$ cat config.mk
export PLATFORM = sky130hd
export DESIGN_NAME = lvdc_top
export DESIGN_NICKNAME = d
export VERILOG_FILES = /design/src/design/lvdc_pkg.sv /design/src/design/lvdc_smb_if.sv /design/src/design/lvdc_smb_pins.sv /design/src/design/lvdc_top.sv
export VERILOG_INCLUDE_DIRS = /design/src /design/src/design
export SDC_FILE = /design/constraint.sdc
export NUM_CORES = 1
export LEC_CHECK = 0
export BUFFER_PORTS_ARGS = -buffer_cell sky130_fd_sc_hd__buf_4
export CAP_MARGIN = 20
export CORE_AREA = 2 2 71 73
export CTS_CLUSTER_DIAMETER = 40
export DETAILED_ROUTE_END_ITERATION = 16
export DIE_AREA = 0 0 73 75
export PLACE_DENSITY = 0.88
export SLEW_MARGIN = 0
export SYNTH_ARGS = -nofsm -noshare
export SYNTH_HDL_FRONTEND = slang
export SYNTH_HIERARCHICAL = 1
export SYNTH_SLANG_ARGS = --single-unit
$ cat constraint.sdc
create_clock -name ref_clk -period 4.5 [get_ports ref_clk]
set_input_delay 0.675 -clock ref_clk [delete_from_list [all_inputs] [get_ports ref_clk]]
set_output_delay 0.675 -clock ref_clk [all_outputs]
set_load 0.05 [all_outputs]
$ cat src/design/lvdc_map.svh
/*
  Register map, field positions, reset values and bus constants of the
  LVDS output driver control block.
  Assumes it is included by its bare name into files that need the numbers.
*/
`ifndef LVDC_MAP_SVH
`define LVDC_MAP_SVH

// Register offsets
`define LVDC_OFF_CTL1 8'h27
`define LVDC_OFF_CTL2 8'h28

// First control register fields
`define LVDC_OVERRIDE_BIT 6
`define LVDC_CLK_EN_BIT 5
`define LVDC_LANE_HI 4
`define LVDC_LANE_LO 0
`define LVDC_CTL1_MASK 8'h7F
`define LVDC_CTL1_RST 8'h00

// Second control register fields
`define LVDC_RESET_BIT 6
`define LVDC_RATE_BIT 5
`define LVDC_INVERT_BIT 4
`define LVDC_RESERVED_BIT 7
`define LVDC_CTL2_MASK 8'h70
`define LVDC_CTL2_RST 8'h20

// Driver enables used while software does not govern the outputs
`define LVDC_LANES_ALL 5'h1F

// SMBus framing
`define LVDC_BIT_LAST 3'h7
`define LVDC_BIT_FIRST 3'h0
`define LVDC_DEV_ADDR 7'h2A

`endif

$ cat src/design/lvdc_pkg.sv
/*
  Types shared by the LVDS output driver control block.
  Assumes nothing beyond a SystemVerilog compiler.
*/
package lvdc_pkg;

  // SMBus slave engine states
  typedef enum logic [3:0] {
    LVDC_ST_IDLE,
    LVDC_ST_ADDR,
    LVDC_ST_ADDR_ACK,
    LVDC_ST_OFFS,
    LVDC_ST_OFFS_ACK,
    LVDC_ST_WDATA,
    LVDC_ST_WDATA_ACK,
    LVDC_ST_RDATA,
    LVDC_ST_RDATA_ACK
  } lvdc_state_t;

endpackage : lvdc_pkg

$ cat src/design/lvdc_smb_if.sv
/*
  Carries synchronised SMBus line events from the pin front end to the
  slave engine.
  Assumes both ends run on ref_clk.
*/
interface lvdc_smb_if;
  logic scl_rise;
  logic scl_fall;
  logic start;
  logic stop;
  logic sda;

  modport det (output scl_rise, output scl_fall, output start, output stop, output sda);
  modport eng (input scl_rise, input scl_fall, input start, input stop, input sda);
endinterface : lvdc_smb_if

$ cat src/design/lvdc_smb_pins.sv
/*
  SMBus pin front end: two-flop synchronisers on SCL and SDA, then edge,
  start and stop detection on the synchronised levels.
  Assumes SCL runs far slower than ref_clk (at least eight samples a bit).
*/
module lvdc_smb_pins import lvdc_pkg::*; (
  input wire logic ref_clk,
  input wire logic reset_n,
  input wire logic smb_scl,
  input wire logic smb_sda_in,
  lvdc_smb_if.det ev
);

  logic [1:0] scl_sync_reg;
  logic [1:0] sda_sync_reg;
  logic scl_prev_reg;
  logic sda_prev_reg;

  // Synchronisers; stage 0 feeds only stage 1
  always_ff @(posedge ref_clk or negedge reset_n) begin
    if (!reset_n) begin
      scl_sync_reg <= 2'h3;
      sda_sync_reg <= 2'h3;
    end else begin
      scl_sync_reg <= {scl_sync_reg[0], smb_scl};
      sda_sync_reg <= {sda_sync_reg[0], smb_sda_in};
    end
  end

  // Previous synchronised levels for edge detection
  always_ff @(posedge ref_clk or negedge reset_n) begin
    if (!reset_n) begin
      scl_prev_reg <= 1'b1;
      sda_prev_reg <= 1'b1;
    end else begin
      scl_prev_reg <= scl_sync_reg[1];
      sda_prev_reg <= sda_sync_reg[1];
    end
  end

  // Line events; start and stop are SDA edges while SCL is high
  assign ev.scl_rise = scl_sync_reg[1] & ~scl_prev_reg;
  assign ev.scl_fall = ~scl_sync_reg[1] & scl_prev_reg;
  assign ev.start = scl_sync_reg[1] & scl_prev_reg & sda_prev_reg & ~sda_sync_reg[1];
  assign ev.stop = scl_sync_reg[1] & scl_prev_reg & ~sda_prev_reg & sda_sync_reg[1];
  assign ev.sda = sda_sync_reg[1];

endmodule : lvdc_smb_pins

$ cat src/design/lvdc_top.sv
/*
  LVDS output driver control: SMBus slave holding the two LVDS control
  registers, driver enables, forwarded clock rate, polarity and block reset.
  Assumes SMBus pins arrive asynchronously and the board resolves SDA from
  smb_sda_oe (open drain, driven low while enabled).
*/
//
// Contract
// Override bit one hands LVDS driver enables to SMBus bits; resets zero.
// Bit five of first register enables forwarded clock driver; resets zero.
// Bits four to zero enable data lane drivers four to zero; reset zero.
// Rate bit five at 28h: one full DDR clock, zero half rate; resets one.
// Polarity bit in second register inverts the forwarded clock when set.
// Bit six of second register resets the LVDS output block; bit seven reserved.
`include "lvdc_map.svh"

module lvdc_top import lvdc_pkg::*; #(
  parameter logic [6:0] DEV_ADDR = `LVDC_DEV_ADDR // Arbitrary bus address
) (
  input wire logic ref_clk,
  input wire logic reset_n,
  input wire logic smb_scl,
  input wire logic smb_sda_in,
  output logic smb_sda_out,
  output logic smb_sda_oe,
  output logic [4:0] lvds_lane_en,
  output logic forwarded_clock_en,
  output logic forwarded_lvds_clock,
  output logic forwarded_clock_rate_select,
  output logic lvds_block_reset
);

  lvdc_smb_if ev ();

  lvdc_state_t state_reg;
  logic [7:0] shift_reg;
  logic [2:0] bit_cnt_reg;
  logic [7:0] offs_reg;
  logic [7:0] ctl1_reg;
  logic [7:0] ctl2_reg;
  logic [1:0] phase_reg;
  logic ack_phase_reg;
  logic sda_oe_reg;
  logic sda_out_reg;
  logic [4:0] lane_en_reg;
  logic clk_en_reg;
  logic fwd_clk_reg;
  logic rate_reg;
  logic blk_rst_reg;
  logic wr_fire;
  logic [7:0] wr_byte;
  logic [7:0] rd_first;
  logic chk_armed_reg;
  logic [4:0] lane_en_next;
  logic clk_en_next;
  logic run_next;

  // Register read decode, used at both read load points
  function automatic logic [7:0] lvdc_reg_read(input logic [7:0] offs, input logic [7:0] c1,
                                               input logic [7:0] c2);
    lvdc_reg_read = 8'h00;
    if (offs == `LVDC_OFF_CTL1) begin
      lvdc_reg_read = c1 & `LVDC_CTL1_MASK;
    end else if (offs == `LVDC_OFF_CTL2) begin
      lvdc_reg_read = c2 & `LVDC_CTL2_MASK; // Reserved bits read zero
    end
  endfunction : lvdc_reg_read

  lvdc_smb_pins u_pins (
    .ref_clk(ref_clk),
    .reset_n(reset_n),
    .smb_scl(smb_scl),
    .smb_sda_in(smb_sda_in),
    .ev(ev.det)
  );

  // Completed write data byte
  assign wr_byte = {shift_reg[6:0], ev.sda};
  // First byte of a read, loaded when the address acknowledge ends
  assign rd_first = lvdc_reg_read(offs_reg, ctl1_reg, ctl2_reg);
  assign wr_fire = ev.scl_rise && (state_reg == LVDC_ST_WDATA) && (bit_cnt_reg == `LVDC_BIT_LAST);

  // SMBus slave engine: samples on SCL rise, changes SDA on SCL fall
  always_ff @(posedge ref_clk or negedge reset_n) begin
    if (!reset_n) begin
      state_reg <= LVDC_ST_IDLE;
      shift_reg <= 8'h00;
      bit_cnt_reg <= `LVDC_BIT_FIRST;
      offs_reg <= 8'h00;
      ack_phase_reg <= 1'b0;
      sda_oe_reg <= 1'b0;
    end else if (ev.stop) begin
      state_reg <= LVDC_ST_IDLE;
      sda_oe_reg <= 1'b0;
    end else if (ev.start) begin
      state_reg <= LVDC_ST_ADDR; // Start or repeated start
      bit_cnt_reg <= `LVDC_BIT_FIRST;
      sda_oe_reg <= 1'b0;
    end else if (ev.scl_rise) begin
      unique case (state_reg)
        LVDC_ST_ADDR, LVDC_ST_OFFS, LVDC_ST_WDATA: begin
          shift_reg <= wr_byte;
          bit_cnt_reg <= bit_cnt_reg + 3'h1;
          if (bit_cnt_reg == `LVDC_BIT_LAST) begin
            ack_phase_reg <= 1'b0;
            if (state_reg == LVDC_ST_ADDR) begin
              state_reg <= (wr_byte[7:1] == DEV_ADDR) ? LVDC_ST_ADDR_ACK : LVDC_ST_IDLE;
            end else if (state_reg == LVDC_ST_OFFS) begin
              offs_reg <= wr_byte;
              state_reg <= LVDC_ST_OFFS_ACK;
            end else begin
              state_reg <= LVDC_ST_WDATA_ACK;
            end
          end
        end
        LVDC_ST_RDATA: begin
          shift_reg <= {shift_reg[6:0], 1'b0};
          bit_cnt_reg <= bit_cnt_reg + 3'h1;
          if (bit_cnt_reg == `LVDC_BIT_LAST) begin
            state_reg <= LVDC_ST_RDATA_ACK;
          end
        end
        LVDC_ST_RDATA_ACK: begin
          if (ev.sda) begin
            state_reg <= LVDC_ST_IDLE; // Master ended the read
          end else begin
            state_reg <= LVDC_ST_RDATA;
            offs_reg <= offs_reg + 8'h01;
            bit_cnt_reg <= `LVDC_BIT_FIRST;
            shift_reg <= lvdc_reg_read(offs_reg + 8'h01, ctl1_reg, ctl2_reg);
          end
        end
        LVDC_ST_IDLE, LVDC_ST_ADDR_ACK, LVDC_ST_OFFS_ACK, LVDC_ST_WDATA_ACK: begin
        end
      endcase
    end else if (ev.scl_fall) begin
      unique case (state_reg)
        LVDC_ST_ADDR_ACK, LVDC_ST_OFFS_ACK, LVDC_ST_WDATA_ACK: begin
          if (!ack_phase_reg) begin
            ack_phase_reg <= 1'b1;
            sda_oe_reg <= 1'b1; // Drive acknowledge low
          end else begin
            bit_cnt_reg <= `LVDC_BIT_FIRST;
            if (state_reg == LVDC_ST_ADDR_ACK && shift_reg[0]) begin
              state_reg <= LVDC_ST_RDATA;
              shift_reg <= rd_first;
              sda_oe_reg <= ~rd_first[`LVDC_RESERVED_BIT]; // Pull low for a zero MSB
            end else begin
              state_reg <= (state_reg == LVDC_ST_ADDR_ACK) ? LVDC_ST_OFFS : LVDC_ST_WDATA;
              sda_oe_reg <= 1'b0;
            end
            if (state_reg == LVDC_ST_WDATA_ACK) begin
              offs_reg <= offs_reg + 8'h01; // Auto-increment for burst writes
            end
          end
        end
        LVDC_ST_RDATA: sda_oe_reg <= ~shift_reg[7];
        LVDC_ST_RDATA_ACK: sda_oe_reg <= 1'b0; // Master drives its acknowledge
        LVDC_ST_IDLE, LVDC_ST_ADDR, LVDC_ST_OFFS, LVDC_ST_WDATA: begin
        end
      endcase
    end
  end

  // Open drain: data level is always low, enable decides
  always_ff @(posedge ref_clk or negedge reset_n) begin
    if (!reset_n) begin
      sda_out_reg <= 1'b0;
    end else begin
      sda_out_reg <= 1'b0;
    end
  end

  // Control register writes
  always_ff @(posedge ref_clk or negedge reset_n) begin
    if (!reset_n) begin
      ctl1_reg <= `LVDC_CTL1_RST;
      ctl2_reg <= `LVDC_CTL2_RST;
    end else if (wr_fire) begin
      if (offs_reg == `LVDC_OFF_CTL1) begin
        ctl1_reg <= wr_byte & `LVDC_CTL1_MASK;
      end
      if (offs_reg == `LVDC_OFF_CTL2) begin
        ctl2_reg <= wr_byte & `LVDC_CTL2_MASK; // Bit seven stays zero
      end
    end
  end

  // Driver enables follow the register bits only under override
  assign lane_en_next = ctl1_reg[`LVDC_OVERRIDE_BIT] ?
                        ctl1_reg[`LVDC_LANE_HI:`LVDC_LANE_LO] : `LVDC_LANES_ALL;
  assign clk_en_next = ctl1_reg[`LVDC_OVERRIDE_BIT] ? ctl1_reg[`LVDC_CLK_EN_BIT] : 1'b1;
  assign run_next = clk_en_next && !ctl2_reg[`LVDC_RESET_BIT];

  always_ff @(posedge ref_clk or negedge reset_n) begin
    if (!reset_n) begin
      lane_en_reg <= 5'h00;
      clk_en_reg <= 1'b0;
      blk_rst_reg <= 1'b0;
      rate_reg <= 1'b1;
    end else begin
      lane_en_reg <= lane_en_next;
      clk_en_reg <= clk_en_next;
      blk_rst_reg <= ctl2_reg[`LVDC_RESET_BIT];
      rate_reg <= ctl2_reg[`LVDC_RATE_BIT];
    end
  end

  // Forwarded clock: full rate toggles every cycle, half rate every second
  always_ff @(posedge ref_clk or negedge reset_n) begin
    if (!reset_n) begin
      phase_reg <= 2'h0;
      fwd_clk_reg <= 1'b0;
    end else if (!run_next) begin
      phase_reg <= 2'h0; // Held while driver off or block in reset
      fwd_clk_reg <= ctl2_reg[`LVDC_INVERT_BIT];
    end else begin
      phase_reg <= phase_reg + 2'h1;
      fwd_clk_reg <= (ctl2_reg[`LVDC_RATE_BIT] ? phase_reg[0] : phase_reg[1])
                     ^ ctl2_reg[`LVDC_INVERT_BIT];
    end
  end

  assign smb_sda_out = sda_out_reg;
  assign smb_sda_oe = sda_oe_reg;
  assign lvds_lane_en = lane_en_reg;
  assign forwarded_clock_en = clk_en_reg;
  assign forwarded_lvds_clock = fwd_clk_reg;
  assign forwarded_clock_rate_select = rate_reg;
  assign lvds_block_reset = blk_rst_reg;

  // Checks start one edge after reset release, once the outputs hold live values
  always_ff @(posedge ref_clk or negedge reset_n) begin
    if (!reset_n) begin
      chk_armed_reg <= 1'b0;
    end else begin
      chk_armed_reg <= 1'b1;
    end
  end
endmodule : lvdc_top

# Yosys cells after proc, flatten, opt, wreduce, memory -nomap -nowiden
# Cells that the tools add are included.
word_totals:
  ff_bits: 52
  word_cells: 154
  out_inout_bits: 11
  inputBits: 4
classes:
  reduce_logical: 29
  bitwise_logic: 16
  mux: 60
  n_eq_ne: 28
  n_addsub: 3
op_table:
  columns: ["cell", "n"]
  rows:
  - ["2-to-1 mux 8 bit", 16]
  - ["equality test 8 x 6 -> 1 bit, second input constant", 4]
  - ["2-to-1 mux 4 bit", 8]
  - ["2-to-1 mux 3 bit", 10]
  - ["case mux 8 bit (3 select lines)", 1]
  - ["2-to-1 mux 7 bit", 3]
  - ["AND reduction 6 bit", 3]
  - ["equality test 4 x 3 -> 1 bit, second input constant", 4]
  - ["case mux 8 bit (2 select lines)", 1]
  - ["2-to-1 mux 1 bit", 14]
  - ["!= test 3 bit, second input constant", 4]
  - ["case mux 4 bit (3 select lines)", 1]
  - ["nonzero test 3 bit", 4]
  - ["nonzero test 4 bit", 3]
  - ["AND reduction 11 bit", 1]
  - ["!= test 5 bit, second input constant", 2]
  - ["nonzero test 2 bit", 5]
  - ["adder 8 x 1 -> 8 bit, second input constant", 1]
  - ["equality test 4 x 2 -> 1 bit, second input constant", 2]
  - ["NOT 1 bit", 8]
  - ["AND reduction 8 bit", 1]
  - ["bitwise AND 1 bit", 7]
  - ["equality test 7 x 6 -> 1 bit, second input constant", 1]
  - ["2-to-1 mux 2 bit", 3]
  - ["other kinds (22)", 29]

# Logic depth before layout (Yosys ltp)
logic_depth:
  depth_word: 11
  ltp_mapped: 8
  ltp_nobuf: 7

# Cells and area by module
# The synthesis kept the hierarchy.
modules_own_cells:
  columns: ["module", "seq_area_each_um2", "area_each_um2", "cells_each", "instances"]
  rows:
  - ["lvdc_top", 1153.6, 2751.4, 295, 1]
  - ["lvdc_smb_pins", 157.7, 190.2, 10, 1]

# Worst setup path before layout
# No wires, ideal clock.
synth_timing:
  path_type: "reg2reg"
  start: "register u_pins.sda_sync_reg[1]"
  end: "register shift_reg[4]"
  stages_incl_launch_ff: 7
  required_time_ns: 4.361
  setup_ns: 0.139
  slack_ns: 2.333
  synth_period_minus_slack_ns: 2.167
  path_buffers: 1
  t_arrival_ns: 2.028
  cell_sequence: "dfstp_2 and4b_1 or2_2 a311oi_1 a21boi_2 buf_2 a41oi_1"
synth_between:
  elab_chain_cells: 4
  word_cells_on_any_way: 7
  classes_between: "1 x eq/ne; 5 x bitwise; 1 x reduce/logical"
synth_rtl:
  columns: ["element", "line_no", "source"]
  rows:
  - ["from (decl)", "lvdc_smb_pins.sv:15", "logic [1:0] sda_sync_reg;"]
  - ["from (signal assigned)", "lvdc_smb_pins.sv:26", "sda_sync_reg <= {sda_sync_reg[0], smb_sda_in};"]
  - ["NOT 1 bit", "lvdc_smb_pins.sv:44", "assign ev.start = scl_sync_reg[1] & scl_prev_reg & sda_prev_reg & ~sda_sync_reg[1];"]
  - ["bitwise AND 1 bit", "lvdc_smb_pins.sv:44", null]
  - ["via ev.start", "lvdc_smb_if.sv:9", "logic start;"]
  - ["NOT 1 bit (no line)", null, null]
  - ["AND reduction 8 bit (no line)", null, null]
  - ["to (signal assigned)", "lvdc_top.sv:102", "shift_reg <= wr_byte;"]
  - ["to (signal assigned)", "lvdc_top.sv:117", "shift_reg <= {shift_reg[6:0], 1'b0};"]
  - ["to (signal assigned)", "lvdc_top.sv:130", "shift_reg <= lvdc_reg_read(offs_reg + 8'h01, ctl1_reg, ctl2_reg);"]
  - ["to (decl)", "lvdc_top.sv:36", "logic [7:0] shift_reg;"]
# The timed path passes the listed nets, and every way through them passes these cells.
# A chain may end at the register's enable or synchronous reset.

# Worst setup path in the final report
layout_timing:
  start: "register u_pins.sda_sync_reg[1]"
  end: "register shift_reg[0]"
# Same word-level chain as after synthesis.

==> reports/metrics.cfg <==
[status]
status = finished clean

[global_route]
antenna_found_initial = 0
grt_pass1_vias = 2195
grtUsageTotal_pct = 26.36
grt_max_degree = 53
grt_pass1_wl_um = 11120
overflow = 0

[critical_path]
r2r-end = shift_reg[0]
reg2reg_depth = 6
crit_type = register to register
r2r_setup_slack_ns = 1.74
worstPathArrival_ns = 2.91
cp_data_required_time_ns = 4.65
r2r_start = u_pins/sda_sync_reg[1]
startpoint_type = register
endpoint_kind = register
cp-startpoint = u_pins/sda_sync_reg[1]
worstPathMaxFanout = 16

[clocking]
cts_resized = 0
cts_root_buffer = clkbuf_8
cts_buffers = 5
clockBufferDepth = 2
cts_setup_buffers = 0
hold_buffers = 0
clk_pin_slew_ns = 0.10
htree_levels = 2
cts_sinks = 52
clkLatencyLatePin_ns = 0.31
cts_tree = built

[timing]
setup_violations = 0
max-slew-margin-rel_pct = 33.84
fin_crit_ns = 2.757
clock_skew_ns = 0.01418
period_share_pct = 61.26
hold_viol = 0
setup_tns_ns = 0
slew_viol_final = 0
rsz0062_at_grt = no
tightest_slew_ns = 0.9887
clock.fmax_mhz = 362.7

[min_path]
hold_end = u_pins/scl_sync_reg[1]
hold_path_class = register to register
min_path_cells = 0
min_from = u_pins/scl_sync_reg[0]

[floorplanning]
start_util_pct = 63.11
chipWidth_um = 73
core_mm2 = 0.004661
dieArea_mm2 = 0.005475
placementRows = 25
ios = 15
die_h_um = 75

[yosys]
synth_top_family_by_area = simple AND/OR/NAND/NOR gates
syn_avg_cell_area_um2 = 9.644
synth-compound-area-share_pct = 20.76
synth_area_leaders = dfrtp_1 (37%), dfstp_2 (7.1%), o21ai_0 (3.9%)
synth_cells = 305
seq_area_frac_synth_pct = 44.58
synth.area.mux_share_pct = 5.189
yosysWarnings = 6
yosys.area_share.simple_pct = 21.57
async_flop_share_pct = 100.0
synth_edf_count = 0
syn-num-nets = 315
ys_seq_elements = 52
synth_area_leader_cell = dfrtp_1
synthAdderAreaFrac_pct = 2.892
syn-cell-area_mm2 = 0.002942
synthXorXnorAreaFrac_pct = 0.8932
ys.flop_type = dfrtp_1
synth_top_area_share_pct = 37.43
synthDistinctLibCells = 69

[power_and_ir_drop]
pwr-share-seq_pct = 51.0
swShare_pct = 36.86
p_leak_nw = 1.255
power_density_mw_per_mm2 = 436.1
pwr-share-comb_pct = 25.4
peakVddDrop_mv = 0.2210
p_sw_uw = 506.1
clockPowerShare_pct = 23.5
intPower_uw = 867.1

[placed_design]
io_buffer_count = 13
dp.cells = 357
dpl.hpwl_um = 4562
place.gp.congestion = 0.8832

[drt]
drtIter0Drc = 362
ant_nets = 0
first_pass_iters = 6
num_vias = 2441
wl_um = 6513
viasPerCell = 6.688
drc_errors = 0
wl_per_cell_um = 17.84

[finish]
final_nets = 320
layout_commonest_cell = dfrtp_1
final_cells = 365
layout_common_cells = dfrtp_1 (44), nor2_1 (27), o21ai_0 (23)
num-fill-cells = 382
layout-drive-gt1-share_pct = 16.40
diodes = 0
area_growth_pct = 7.061

[job]
max_cap_violations = 0

[synthesized netlist by cell type, types with 4 or more instances]
master     n
nor2_1    27
nand3_1    9
mux2_2    10
nand4b_1   4
ha_1       6
dfstp_2    8
inv_1     11
o21ai_0   23
nand2b_1  10
a31oi_1   12
a21oi_1   12
o21a_1     4
dfrtp_1   44
clkbuf_1   6
buf_2      6
nor2b_1    7
nand2_1   22
mux2i_1    4
[metrics by stage]
step	hold slack (ns)	utilization [%]	setup slack (ns)	power [mW]	instance area, um2
3_3_place_gp	0.3455	65.18	1.910	1.026	3038
6_report	0.3586	67.57	1.743	1.373	3149
4_1_cts	0.3609	67.57	1.808	1.369	3149
2_1_floorplan	0.3452	-	2.333	0.9360	2942
3_5_place_dp	0.3479	65.18	1.799	1.046	3038
5_1_grt	0.3633	67.57	1.533	1.449	3149
[layout make-up]
class,instances,area (um2),share of cell area [%]
multi-input cells,226,1513,48.03
flip-flops and latches,52,1311,41.64
repair buffers,14,105.1,3.337
clock buffers,5,68.82,2.185
well taps,54,67.56,2.145
clock inverters,3,42.54,1.351
inverters,11,41.29,1.311
[power by group through the flow]
stage	Sequential (mW)	Combinational, mW	Clock [mW]
2_1_floorplan	0.641	0.295	0
3_3_place_gp	0.695	0.331	0
3_5_place_dp	0.701	0.345	0
4_1_cts	0.694	0.346	0.329
5_1_grt	0.716	0.391	0.343
6_report	0.701	0.349	0.323
[worst max-delay path: stages, from the launching register on]
cell and delay (ns):
dfstp_2 0.65, and4b_1 0.26, or2_2 0.34, a311oi_1 0.39
a21boi_2 0.62, mux2i_1 0.27, a31oi_1 0.08
[metal layers]
layer	global-route usage, %	wire length (um)	up-vias
li1	-	-	1128
met1	38.47	2960	1200
met2	40.94	3101	100
met3	4.150	351	13
met4	7.613	99	0
met5	0	0	-
[logic make-up (layout without fill, tap and decap cells)]
group                      count (synthesis)  count (layout)
AOI/OAI and AO/OA                         90              90
DFF                                       52              52
and+or+nand+nor                          111             111
adders and majority gates                  7               7
xor gates and xnor gates                   3               3
other                                      1               1
muxes                                     14              14
buffers and inverters                     27              33
[worst max-delay path by stage]
stage / cells past startpoint / to / slack [ns]
3_5_place_dp: 6 / shift_reg[0] / 1.80
5_1_grt: 6 / shift_reg[0] / 1.53
3_3_place_gp: 6 / shift_reg[0] / 1.91
4_1_cts: 6 / shift_reg[0] / 1.81
2_1_floorplan: 6 / shift_reg[4] / 2.33
6_report: 6 / shift_reg[0] / 1.74
Note: power is estimated with default switching activity, not from simulation.
